--- src/core/hcp_pkg.sv ---
// shared constants and pin groups for the host control port
package hcp_pkg;
    localparam int HCP_ADDR_W = 8;
    localparam int HCP_DATA_W = 8;
    // serial frame: direction bit, address byte, data byte (msb first)
    localparam logic [4:0] HCP_SER_CMD_BITS = 5'h09;
    localparam logic [4:0] HCP_SER_FRAME_BITS = 5'h11;
    localparam int HCP_SER_DIR_POS = 8;
    localparam logic [7:0] HCP_BYTE_RST = 8'h00;
    localparam logic [4:0] HCP_CNT_RST = 5'h00;
    localparam logic [16:0] HCP_SHIFT_RST = 17'h0_0000;
    // control pins of the port, raw or synchronised
    typedef struct packed {
        logic cs_n;
        logic shift_clk;
        logic sdi_dir;
        logic strobe;
        logic output_edge_select;
        logic port_style_select;
        logic bus_style_select;
    } hcp_ctl_t;
    localparam int HCP_CTL_W = $bits(hcp_ctl_t);
    localparam hcp_ctl_t HCP_CTL_IDLE = 7'h78;
    typedef enum logic [1:0] {HCP_IDLE, HCP_ARMED, HCP_DONE} hcp_state_t;
endpackage

--- src/core/hcp_host_port.sv ---
// host control port: serial and parallel register access front end
`timescale 1ns/1ps
`default_nettype none
module hcp_host_port
    import hcp_pkg::*;
(
    // clock and reset
    input wire logic clock,
    input wire logic rst_n,
    // control pins (strobe is data strobe or read strobe, sdi_dir is
    // serial input, direction or write strobe)
    input wire hcp_ctl_t ctl_pins,
    // parallel address and data bus
    input wire logic [HCP_ADDR_W-1:0] addr_pins,
    input wire logic [HCP_DATA_W-1:0] data_in,
    output logic [HCP_DATA_W-1:0] data_out,
    output logic data_oe_n,
    // serial output line
    output logic serial_output_line,
    output logic serial_output_oe_n,
    // register access towards the device core
    output logic [HCP_ADDR_W-1:0] reg_addr,
    output logic [HCP_DATA_W-1:0] reg_wdata,
    output logic reg_wr,
    output logic reg_rd,
    input wire logic [HCP_DATA_W-1:0] reg_rdata
);
    localparam int SYNC_W = HCP_CTL_W + HCP_ADDR_W + HCP_DATA_W;

    hcp_ctl_t ctl_s;
    logic [HCP_ADDR_W-1:0] addr_s;
    logic [HCP_DATA_W-1:0] data_s;

    hcp_sync #(
        .W(SYNC_W),
        .RST_VAL({HCP_CTL_IDLE, HCP_BYTE_RST, HCP_BYTE_RST})
    ) u_sync (
        .clock(clock),
        .rst_n(rst_n),
        .async_in({ctl_pins, addr_pins, data_in}),
        .sync_out({ctl_s, addr_s, data_s})
    );

    function automatic logic rise(input logic cur, input logic prev);
        return cur & ~prev;
    endfunction

    function automatic logic fall(input logic cur, input logic prev);
        return ~cur & prev;
    endfunction

    hcp_ctl_t prev_reg, prev_next;
    hcp_state_t st_reg, st_next;
    logic [4:0] cnt_reg, cnt_next;
    logic [16:0] sh_reg, sh_next;
    logic [7:0] out_sh_reg, out_sh_next;
    logic sdo_reg, sdo_next;
    logic rd_act_reg, rd_act_next;
    logic drive_reg, drive_next;
    logic [7:0] rd_data_reg, rd_data_next;
    logic [7:0] addr_reg, addr_next;
    logic [7:0] wdata_reg, wdata_next;
    logic wr_reg, wr_next;
    logic rd_reg, rd_next;

    logic sel;
    logic cs_fall;
    logic sclk_rise;
    logic sclk_fall;
    logic launch;
    logic strobe_fall;
    logic strobe_rise;
    logic dir_rise;
    logic single_strobe;
    logic [16:0] sh_shift;
    logic [4:0] cnt_inc;

    always_comb
    begin
        sel = ~ctl_s.cs_n;
        cs_fall = fall(ctl_s.cs_n, prev_reg.cs_n);
        sclk_rise = rise(ctl_s.shift_clk, prev_reg.shift_clk);
        sclk_fall = fall(ctl_s.shift_clk, prev_reg.shift_clk);
        launch = ctl_s.output_edge_select ? sclk_fall : sclk_rise;
        strobe_fall = fall(ctl_s.strobe, prev_reg.strobe);
        strobe_rise = rise(ctl_s.strobe, prev_reg.strobe);
        dir_rise = rise(ctl_s.sdi_dir, prev_reg.sdi_dir);
        single_strobe = ~ctl_s.bus_style_select;
        sh_shift = {sh_reg[15:0], ctl_s.sdi_dir};
        cnt_inc = cnt_reg + 5'h01;

        prev_next = ctl_s;
        st_next = st_reg;
        cnt_next = cnt_reg;
        sh_next = sh_reg;
        out_sh_next = out_sh_reg;
        sdo_next = sdo_reg;
        rd_act_next = rd_act_reg;
        drive_next = drive_reg;
        rd_data_next = rd_data_reg;
        addr_next = addr_reg;
        wdata_next = wdata_reg;
        wr_next = 1'b0;
        rd_next = 1'b0;

        // read data sampled in the cycle the read pulse is out
        if (rd_reg)
        begin
            rd_data_next = reg_rdata;
            out_sh_next = reg_rdata;
        end

        case (st_reg)
            HCP_IDLE:
            begin
                // arm only on a fresh select fall
                if (cs_fall)
                begin
                    st_next = HCP_ARMED;
                    cnt_next = HCP_CNT_RST;
                    sh_next = HCP_SHIFT_RST;
                end
            end
            HCP_ARMED:
            begin
                if (!ctl_s.port_style_select)
                begin
                    if (sclk_rise)
                    begin
                        sh_next = sh_shift;
                        cnt_next = cnt_inc;
                        if (cnt_inc == HCP_SER_CMD_BITS && sh_shift[HCP_SER_DIR_POS])
                        begin
                            addr_next = sh_shift[7:0];
                            rd_next = 1'b1;
                            rd_act_next = 1'b1;
                        end
                        if (cnt_inc == HCP_SER_FRAME_BITS)
                        begin
                            st_next = HCP_DONE;
                            if (!sh_shift[16])
                            begin
                                addr_next = sh_shift[15:8];
                                wdata_next = sh_shift[7:0];
                                wr_next = 1'b1;
                            end
                        end
                    end
                    // shift read data out on launch edge
                    if (launch && rd_act_reg && !rd_reg)
                    begin
                        sdo_next = out_sh_reg[7];
                        out_sh_next = {out_sh_reg[6:0], 1'b0};
                    end
                end
                else if (!rd_act_reg)
                begin
                    // single strobe read when direction is 1
                    if (strobe_fall && (ctl_s.sdi_dir || !single_strobe))
                    begin
                        addr_next = addr_s;
                        rd_next = 1'b1;
                        rd_act_next = 1'b1;
                    end
                    // single strobe write when direction is 0
                    else if (single_strobe && strobe_rise && !ctl_s.sdi_dir)
                    begin
                        addr_next = addr_s;
                        wdata_next = data_s;
                        wr_next = 1'b1;
                        st_next = HCP_DONE;
                    end
                    else if (!single_strobe && dir_rise)
                    begin
                        addr_next = addr_s;
                        wdata_next = data_s;
                        wr_next = 1'b1;
                        st_next = HCP_DONE;
                    end
                end
                else
                begin
                    // bus driven from captured data until strobe ends
                    if (rd_reg)
                    begin
                        drive_next = 1'b1;
                    end
                    if (strobe_rise)
                    begin
                        drive_next = 1'b0;
                        st_next = HCP_DONE;
                    end
                end
            end
            HCP_DONE:
            begin
                drive_next = 1'b0;
            end
            default:
            begin
                st_next = HCP_IDLE;
            end
        endcase

        // select high ends the access and blocks the read and write pulses
        if (!sel)
        begin
            st_next = HCP_IDLE;
            drive_next = 1'b0;
            rd_act_next = 1'b0;
            wr_next = 1'b0;
            rd_next = 1'b0;
        end
    end

    always_ff @(posedge clock or negedge rst_n)
    begin
        if (!rst_n)
        begin
            prev_reg <= HCP_CTL_IDLE;
            st_reg <= HCP_IDLE;
            cnt_reg <= HCP_CNT_RST;
            sh_reg <= HCP_SHIFT_RST;
            out_sh_reg <= HCP_BYTE_RST;
            sdo_reg <= 1'b0;
            rd_act_reg <= 1'b0;
            drive_reg <= 1'b0;
            rd_data_reg <= HCP_BYTE_RST;
            addr_reg <= HCP_BYTE_RST;
            wdata_reg <= HCP_BYTE_RST;
            wr_reg <= 1'b0;
            rd_reg <= 1'b0;
        end
        else
        begin
            prev_reg <= prev_next;
            st_reg <= st_next;
            cnt_reg <= cnt_next;
            sh_reg <= sh_next;
            out_sh_reg <= out_sh_next;
            sdo_reg <= sdo_next;
            rd_act_reg <= rd_act_next;
            drive_reg <= drive_next;
            rd_data_reg <= rd_data_next;
            addr_reg <= addr_next;
            wdata_reg <= wdata_next;
            wr_reg <= wr_next;
            rd_reg <= rd_next;
        end
    end

    assign data_out = rd_data_reg;
    assign data_oe_n = ~drive_reg;
    assign serial_output_line = sdo_reg;
    assign serial_output_oe_n = ~(rd_act_reg & ~ctl_s.port_style_select);
    assign reg_addr = addr_reg;
    assign reg_wdata = wdata_reg;
    assign reg_wr = wr_reg;
    assign reg_rd = rd_reg;
endmodule
`default_nettype wire

--- src/core/hcp_sync.sv ---
// two-flop synchroniser for a group of pin inputs
`timescale 1ns/1ps
`default_nettype none
module hcp_sync #(
    parameter int W = 8,
    parameter logic [W-1:0] RST_VAL = '0
) (
    // clock and reset
    input wire logic clock,
    input wire logic rst_n,
    // pins in, synchronised out
    input wire logic [W-1:0] async_in,
    output logic [W-1:0] sync_out
);
    logic [W-1:0] meta_reg;
    logic [W-1:0] sync_reg;

    always_ff @(posedge clock or negedge rst_n)
    begin
        if (!rst_n)
        begin
            meta_reg <= RST_VAL;
            sync_reg <= RST_VAL;
        end
        else
        begin
            meta_reg <= async_in;
            sync_reg <= meta_reg;
        end
    end

    assign sync_out = sync_reg;
endmodule
`default_nettype wire

--- config.mk ---
export PLATFORM = sky130hd
export DESIGN_NAME = hcp_host_port
export DESIGN_NICKNAME = d
export VERILOG_FILES = /design/src/core/hcp_pkg.sv /design/src/core/hcp_host_port.sv /design/src/core/hcp_sync.sv
export SDC_FILE = /design/constraint.sdc
export NUM_CORES = 1
export LEC_CHECK = 0
export ABC_AREA = 1
export BUFFER_PORTS_ARGS = -buffer_cell sky130_fd_sc_hd__buf_4
export CAP_MARGIN = 25
export CORE_AREA = 4 4 150 80
export CTS_BUF_LIST = sky130_fd_sc_hd__clkbuf_2
export CTS_CLUSTER_SIZE = 12
export DETAILED_ROUTE_END_ITERATION = 7
export DIE_AREA = 0 0 154 84
export PLACE_DENSITY = 0.67
export SYNTH_ARGS = -nofsm -noshare
export SYNTH_HDL_FRONTEND = slang
export SYNTH_SLANG_ARGS = --single-unit
--- constraint.sdc ---
create_clock -name clock -period 2.18 [get_ports clock]
set_input_delay 0.436 -clock clock [delete_from_list [all_inputs] [get_ports clock]]
set_output_delay 0.436 -clock clock [all_outputs]
set_load 0.1 [all_outputs]
==> flow_metrics.tcl, run 1 <==
set metrics [dict create \
    fp.coreArea_sq_um 10700 \
    ir_worst_vdd_mv 1.04 \
    postPlaceCellArea_sq_um 5030 \
    cts_tree "built" \
    routabilityCongestion 0.876 \
    tns_ns 0 \
    multi_input_comb_area_sq_um 1390 \
    dp_slack_ns 0.187 \
    met1Wirelength_microns 4860 \
    top_layer_used "met4" \
    hold_viol 0 \
    grt_pass1_wl_microns 16100 \
    synth_nets 477 \
    initial_core_util_pct 41.0 \
    slew_headroom_pct 68.5 \
    max_freq_mhz 491 \
    cp_max_fo 6 \
    drt-wirelength-per-cell_microns 13.6 \
    period_minus_slack_ns 2.04 \
    grt_setup_unrepaired "no" \
    drc 0 \
    die_y_microns 84 \
    synth.avg_cell_area_sq_um 10.0 \
    synth_top_area_share_pct 55.9 \
    slew_viol_final 0 \
    vias_per_cell 4.72 \
    grt_max_degree 47 \
    synthesis.instances 439 \
    p_leak_nw 2.68 \
    grtUsageTotal_pct 15.5 \
    yosysWarningCount 0 \
    worst_pin_slew_ns 0.472 \
    maxCapViolations 0 \
    drive_gt1_share_pct 22.8 \
    grt_overflow_total 0 \
    arrival_ns 1.60 \
    period_share_pct 93.4 \
    cts_made_buffers 9 \
    io_pins 62 \
    layout_setup_ws_ns 0.143 \
    yosysSeqAreaShare_pct 63.0 \
    netlist_area_sq_um 4390 \
    crit_required_ns 1.74 \
    io_buffer_count 61 \
    wl_met2_microns 3890 \
    synth_cell_types 34 \
    p_per_area_nw_per_um2 1290 \
    layout.nets 573 \
    cts_buffer_depth 2 \
    die_w_microns 154 \
    setup_viol 0 \
    route.final.wire_length_microns 9340 \
    cts-root-buf "clkbuf_2" \
    regArea_sq_um 2770 \
    num_vias 3232 \
    die-area_sq_um 12900 \
    post_cts_buffers 0 \
    dp_hpwl_microns 6470 \
    htreeDepth 3 \
    n_antenna_cell 0 \
    synth_seq_cells 110 \
    synthTopCellsByArea "dfrtp_1 56%, nand2_1 9.1%, dfstp_2 7.2%, inv_1 3.7%, nand3_1 3.6%" \
    fin_skew_ns 0.0412 \
    critical_path_class "reg -> out" \
    rr_worst_depth 10 \
    utilization_pct 51.0 \
    ant_nets 0 \
    whs_path_depth 3 \
    clock-sinks 110 \
    fillers 963 \
    min_path_type "in -> reg" \
    postLayoutCellArea_sq_um 5460 \
    status "complete, no violations" \
    antenna_found_initial 0 \
    clk_latency_ns 0.61 \
    clk_transition_reported_paths_ns 0.28 \
    synth_top_cell_by_area "dfrtp_1" \
    row_count 27 \
    area_delta_synth_final_pct 24.4 \
    first_pass_iters 5 \
    worst_setup_path_start_kind "register" \
    met3WireLength_microns 532 \
    end_kind "output port" \
    grt_pass1_vias 3282 \
    drtIter0Drc 291 \
]
[layer usage]
layer  track usage, %  up-vias
met1             24.0     1534
met4             3.61        0
met5                0        -
met2             21.4       80
li1                 -     1614
met3             4.51        4
[path summary, 6_finish.rpt]
kind | startpoint | endpoint | slack [ns]
hold / removal | reg_rdata[5] | data_out[5]$_DFFE_PN0P_ | 0.05
min in group asynchronous | rst_n | u_sync.meta_reg[13]$_DFF_PN0_ | 0.26
setup / recovery | u_sync.sync_out[17]$_DFF_PN0_ | serial_output_oe_n | 0.14
max in group asynchronous | rst_n | prev_reg[3]$_DFF_PN1_ | 1.28
hold reg to reg | u_sync.meta_reg[22]$_DFF_PN1_ | u_sync.sync_out[22]$_DFF_PN1_ | 0.35
setup reg to reg | st_reg[1]$_DFFE_PN0P_ | reg_addr[0]$_DFFE_PN0P_ | 0.21
[area by class of cell]
cell class,instances,share of cell area (%)
multi-input combinational,268,25.4
tap,145,3.32
timing repair buffer,97,15.2
clock inverter,6,1.17
clock buffer,10,0.916
sequential,110,50.7
inverter,49,3.37
[report_power, final]
part / internal (mW) / total [mW] / switching [mW]
Sequential: 2.45 / 2.72 / 0.270
Combinational: 0.790 / 3.43 / 2.64
Clock: 0.189 / 0.900 / 0.711
[cells in the mapped netlist]
master / number
a31oi_1: 1
clkbuf_1: 5
o21a_1: 1
o211ai_1: 2
nor4_1: 1
buf_2: 4
nand2_4: 4
clkinv_1: 1
nor2_1: 32
o22ai_1: 18
nor2_4: 1
nand3_1: 32
buf_4: 3
nand4_4: 1
nand2_2: 6
o21ai_0: 15
a21boi_0: 2
o21ai_2: 1
o2111ai_1: 2
nand4_1: 2
a21oi_2: 1
nor2_2: 2
nand3_4: 1
a21oi_1: 19
ha_1: 5
inv_1: 43
nand3_2: 1
nand2_1: 106
a21oi_4: 1
dfrtp_1: 98
inv_2: 5
nor2_8: 2
dfstp_2: 12
o21ai_1: 9
[cell families (layout without fill, tap and decap cells)]
logic type      after synthesis  count (layout)  share of synthesized area (%)
simple gates                191             191                           20.3
compound gates               72              72                           9.63
fa+ha+maj                     5               5                           1.42
buf+inv                      61             162                           5.59
flops                       110             110                           63.0
[cell usage in the layout (no fill, tap or decap), drive strengths merged]
cell type and count:
clkbuf 10, buf 67, dfrtp 98, a31oi 1, o21ai 25, clkinv 3
inv 51, ha 5, nor4 1, a21boi 2, o2111ai 2, o21a 1
a21oi 21, dfstp 12, nand2 116, o22ai 18, nand4 3, o211ai 2
nor2 37, nand3 34, clkinvlp 1, dlygate4sd3 30
[stage by stage]
| stage | hold WS (ns) | power (mW) | std cells |
|---|---|---|---|
| floorplan | 0.140 | 5.36 | 439 |
| global placement | 0.332 | 6.08 | 638 |
| detailed placement | 0.335 | 6.13 | 638 |
| finish | 0.0545 | 7.04 | 685 |
| global route | 0.0153 | 7.46 | 685 |
| CTS | 0.0000436 | 7.09 | 684 |
[repair_timing]
item,4_1_cts,5_1_grt
hold endpoints to repair,54,0
hold buffers,30,0
endpoints found under the setup margin,0,2
resized for setup,0,3
[critical path, stage by stage (launching register included)]
cell	delay (ns)
dfrtp_1	0.49
inv_2	0.10
nand2_1	0.12
buf_4	0.30
(Power assumes the default switching activity.)
==> inputs of run 2 (changes only) <==
PLACE_DENSITY = 0.69   (was 0.67)
SYNTH_HIERARCHICAL = 1   (was not set)
clock period = 1.7 ns   (was 2.18 ns; I/O delays follow)
==> run 2 against run 1 <==
The run now ends with setup timing left; core utilization rose by 8.0 points; worst hold slack gained 0.079 ns; non-clock buffer count is 39 higher; routed wire length grew 19%; area after synthesis down 0.60%; count of clock-buffer cells in the layout shrank 1; critical path depth is 8 higher; die area unchanged; clock power up 58%; critical path type is now reg -> reg.
==> flow_metrics.tcl, run 2 <==
set metrics [dict create \
    status "complete, but fails checks" \
    violations "setup timing" \
    die_w_microns 154 \
    synth-xor-area-share_pct 0 \
    async_reset_ff_share_pct 100 \
    ant_nets 0 \
    slew_headroom_pct 69.5 \
    synthesis.instances 436 \
    route.final.wire_length_microns 11100 \
    fin_skew_ns 0.0268 \
    setup_viol 18 \
    num_vias 3615 \
    cts_tree "built" \
    netlist_area_sq_um 4360 \
    muxShareOfSynthArea_pct 0 \
    yosysSeqAreaShare_pct 63.4 \
    cts-root-buf "clkbuf_2" \
    multi_input_comb_area_sq_um 1540 \
    drc 0 \
    reg2reg_slack_ns -0.08 \
    regArea_sq_um 2770 \
    clk_latency_ns 0.60 \
    met3WireLength_microns 877 \
    synthAdderAreaFrac_pct 0.573 \
    grt_pass1_wl_microns 17200 \
    crit_chain "ha_4 -> inv_2 -> nand2_4 -> nand3_4 -> buf_12 -> nor2_8 -> nand3_4 -> nand2_4 -> nand3b_4 -> nand2_1 -> o21ai_2" \
    hold_viol 0 \
    rr_worst_depth 11 \
    synth_cell_types 30 \
    crit_path_top_delay_cell "dfrtp_2" \
    antenna_found_initial 0 \
    final_common_cell "dfrtp_1" \
    arrival_ns 2.32 \
    power_mw 10.7 \
    routabilityCongestion 0.857 \
    drt-wirelength-per-cell_microns 15.4 \
    grt_pass1_vias 3517 \
    worst_setup_path_start_kind "register" \
    slew_viol_final 0 \
    p_per_area_nw_per_um2 1690 \
    met1Wirelength_microns 4980 \
    synth.avg_cell_area_sq_um 10.0 \
    worst_pin_slew_ns 0.458 \
    area_delta_synth_final_pct 44.7 \
    yosysWarningCount 6 \
    dp_hpwl_microns 7060 \
    synth_top_area_share_pct 56.2 \
    drtIter0Drc 266 \
    fillers 860 \
    rr_startpoint "cnt_reg[0]$_DFFE_PN0P_" \
    grt_setup_unrepaired "yes" \
    synthTopCellsByArea "dfrtp_1 56%, nand2_1 8.8%, dfstp_2 7.2%, inv_1 4.2%, a21oi_1 3.0%" \
    layout.nets 605 \
    fp.coreArea_sq_um 10700 \
    period_share_pct 105 \
    io_buffer_count 61 \
    drive_gt1_share_pct 33.4 \
    ir_worst_vdd_mv 0.832 \
    cts_made_buffers 9 \
    maxCapViolations 0 \
    r2r_end "reg_wdata[3]$_DFFE_PN0P_" \
    layout_common_cells "96 x dfrtp_1, 92 x nand2_1, 62 x buf_4" \
    critical-path-max-stage-delay_ns 0.50 \
    period_minus_slack_ns 1.78 \
    grt_overflow_total 0 \
    n_antenna_cell 0 \
    top_layer_used "met4" \
    htreeDepth 3 \
    synth_compound_area_share_pct 11.0 \
    die-area_sq_um 12900 \
    vias_per_cell 5.02 \
    initial_core_util_pct 40.8 \
    synth_nets 471 \
    utilization_pct 59.0 \
    yosys.area_share.simple_pct 19.0 \
    synth_flop_cell "dfrtp_1" \
    wl_met2_microns 5080 \
    synth_top_cell_by_area "dfrtp_1" \
    clk_transition_reported_paths_ns 0.30 \
    synth_commonest_cells "102 x nand2_1, 98 x dfrtp_1, 49 x inv_1, 26 x a21oi_1, 25 x nand3_1" \
    die_y_microns 84 \
    end_kind "register" \
    synth_seq_cells 110 \
    synth_edf_count 0 \
    row_count 27 \
    io_pins 62 \
    grtUsageTotal_pct 16.6 \
    crit_required_ns 2.24 \
    max_freq_mhz 562 \
    cts_buffer_depth 2 \
    first_pass_iters 5 \
    synth_top_family_by_area "simple AND/OR/NAND/NOR gates" \
    p_leak_nw 3.04 \
    grt_max_degree 48 \
    layout_setup_ws_ns -0.0804 \
    critical_path_class "reg -> reg" \
    yosysMostFrequentCell "nand2_1" \
    clock-sinks 110 \
    cp_max_fo 9 \
    min_path_type "in -> async" \
]
run 2: cell count changes in the layout (fill, tap and decap cells not counted), sizes merged, moves of 5 or more:
cell	delta
nand4	+17
inv	+5
buf	+35
nor2	-17
nand3	-7
a21oi	+5
o21ai	+5
nand2	-10
run 2: how the worst max path moves through the flow:
stage,start,endpoint,slack (ns),cells after the start
finish,cnt_reg[0]$_DFFE_PN0P_,reg_wdata[3]$_DFFE_PN0P_,-0.08,11
global route,cnt_reg[0]$_DFFE_PN0P_,reg_addr[7]$_DFFE_PN0P_,-0.24,10
CTS,u_sync/sync_out[17]$_DFF_PN0_,serial_output_oe_n,-0.08,3
detailed placement,cnt_reg[1]$_DFFE_PN0P_,reg_addr[7]$_DFFE_PN0P_,-0.1,10
global placement,cnt_reg[0]$_DFFE_PN0P_,reg_wdata[0]$_DFFE_PN0P_,0.007,10
floorplan,cnt_reg[0]$_DFFE_PN0P_,reg_wdata[7]$_DFFE_PN0P_,-0.04,11
run 2: cells by family (layout without fill, tap and decap cells):
group | count (synthesis) | in the layout
simple gates | 176 | 177
buf+inv | 68 | 206
fa+ha+maj | 2 | 2
compound gates | 80 | 80
flops | 110 | 110
run 2: routing by layer:
metal / vias up / global-route usage (%)
li1: 1706 / -
met1: 1765 / 23.8
met2: 123 / 24.3
met3: 21 / 5.64
met4: 0 / 3.69
met5: - / 0
run 2: power breakdown:
part | total [mW] | internal, mW | switching, mW
Clock | 1.42 | 0.526 | 0.890
Combinational | 5.68 | 2.06 | 3.63
Sequential | 3.56 | 3.12 | 0.439
Total | 10.7 | 5.70 | 4.95
run 2: final cells by class:
cell class | count | area share (%)
Sequential cell | 110 | 43.9
Multi-Input combinational cell | 259 | 24.4
Timing Repair Buffer | 136 | 23.1
Inverter | 54 | 3.25
Tap cell | 145 | 2.87
Clock inverter | 7 | 1.80
Clock buffer | 9 | 0.713
run 2: stage by stage:
step	hold WS [ns]	setup TNS [ns]	instance area [sq um]	worst slack (ns)	instances
finish	0.133	-1.00	6310	-0.0804	720
global route	0.0666	-4.14	6310	-0.235	720
CTS	0.0945	-0.145	5870	-0.0828	703
detailed placement	0.255	-0.925	5130	-0.0956	646
global placement	0.254	0	5130	0.00707	646
floorplan	0.0444	-0.0383	4380	-0.0383	436
run 2: what timing repair did:
item	4_1_cts	5_1_grt
buffers inserted	7	15
endpoints found under the hold margin	130	0
pin swaps	4	19
hold buffers	32	0
gates resized for setup	46	69
cloned	2	2
setup endpoints to repair	40	70
run 2: worst max-delay path, delay by kind of cell (launching register included):
kind                     cells  cell delay [ns]
adder cells (fa/ha/maj)      1             0.19
flip-flops                   1             0.50
buffers and inverters        2             0.19
AO/OA/AOI/OAI                1             0.06
AND/OR/NAND/NOR              7             0.76
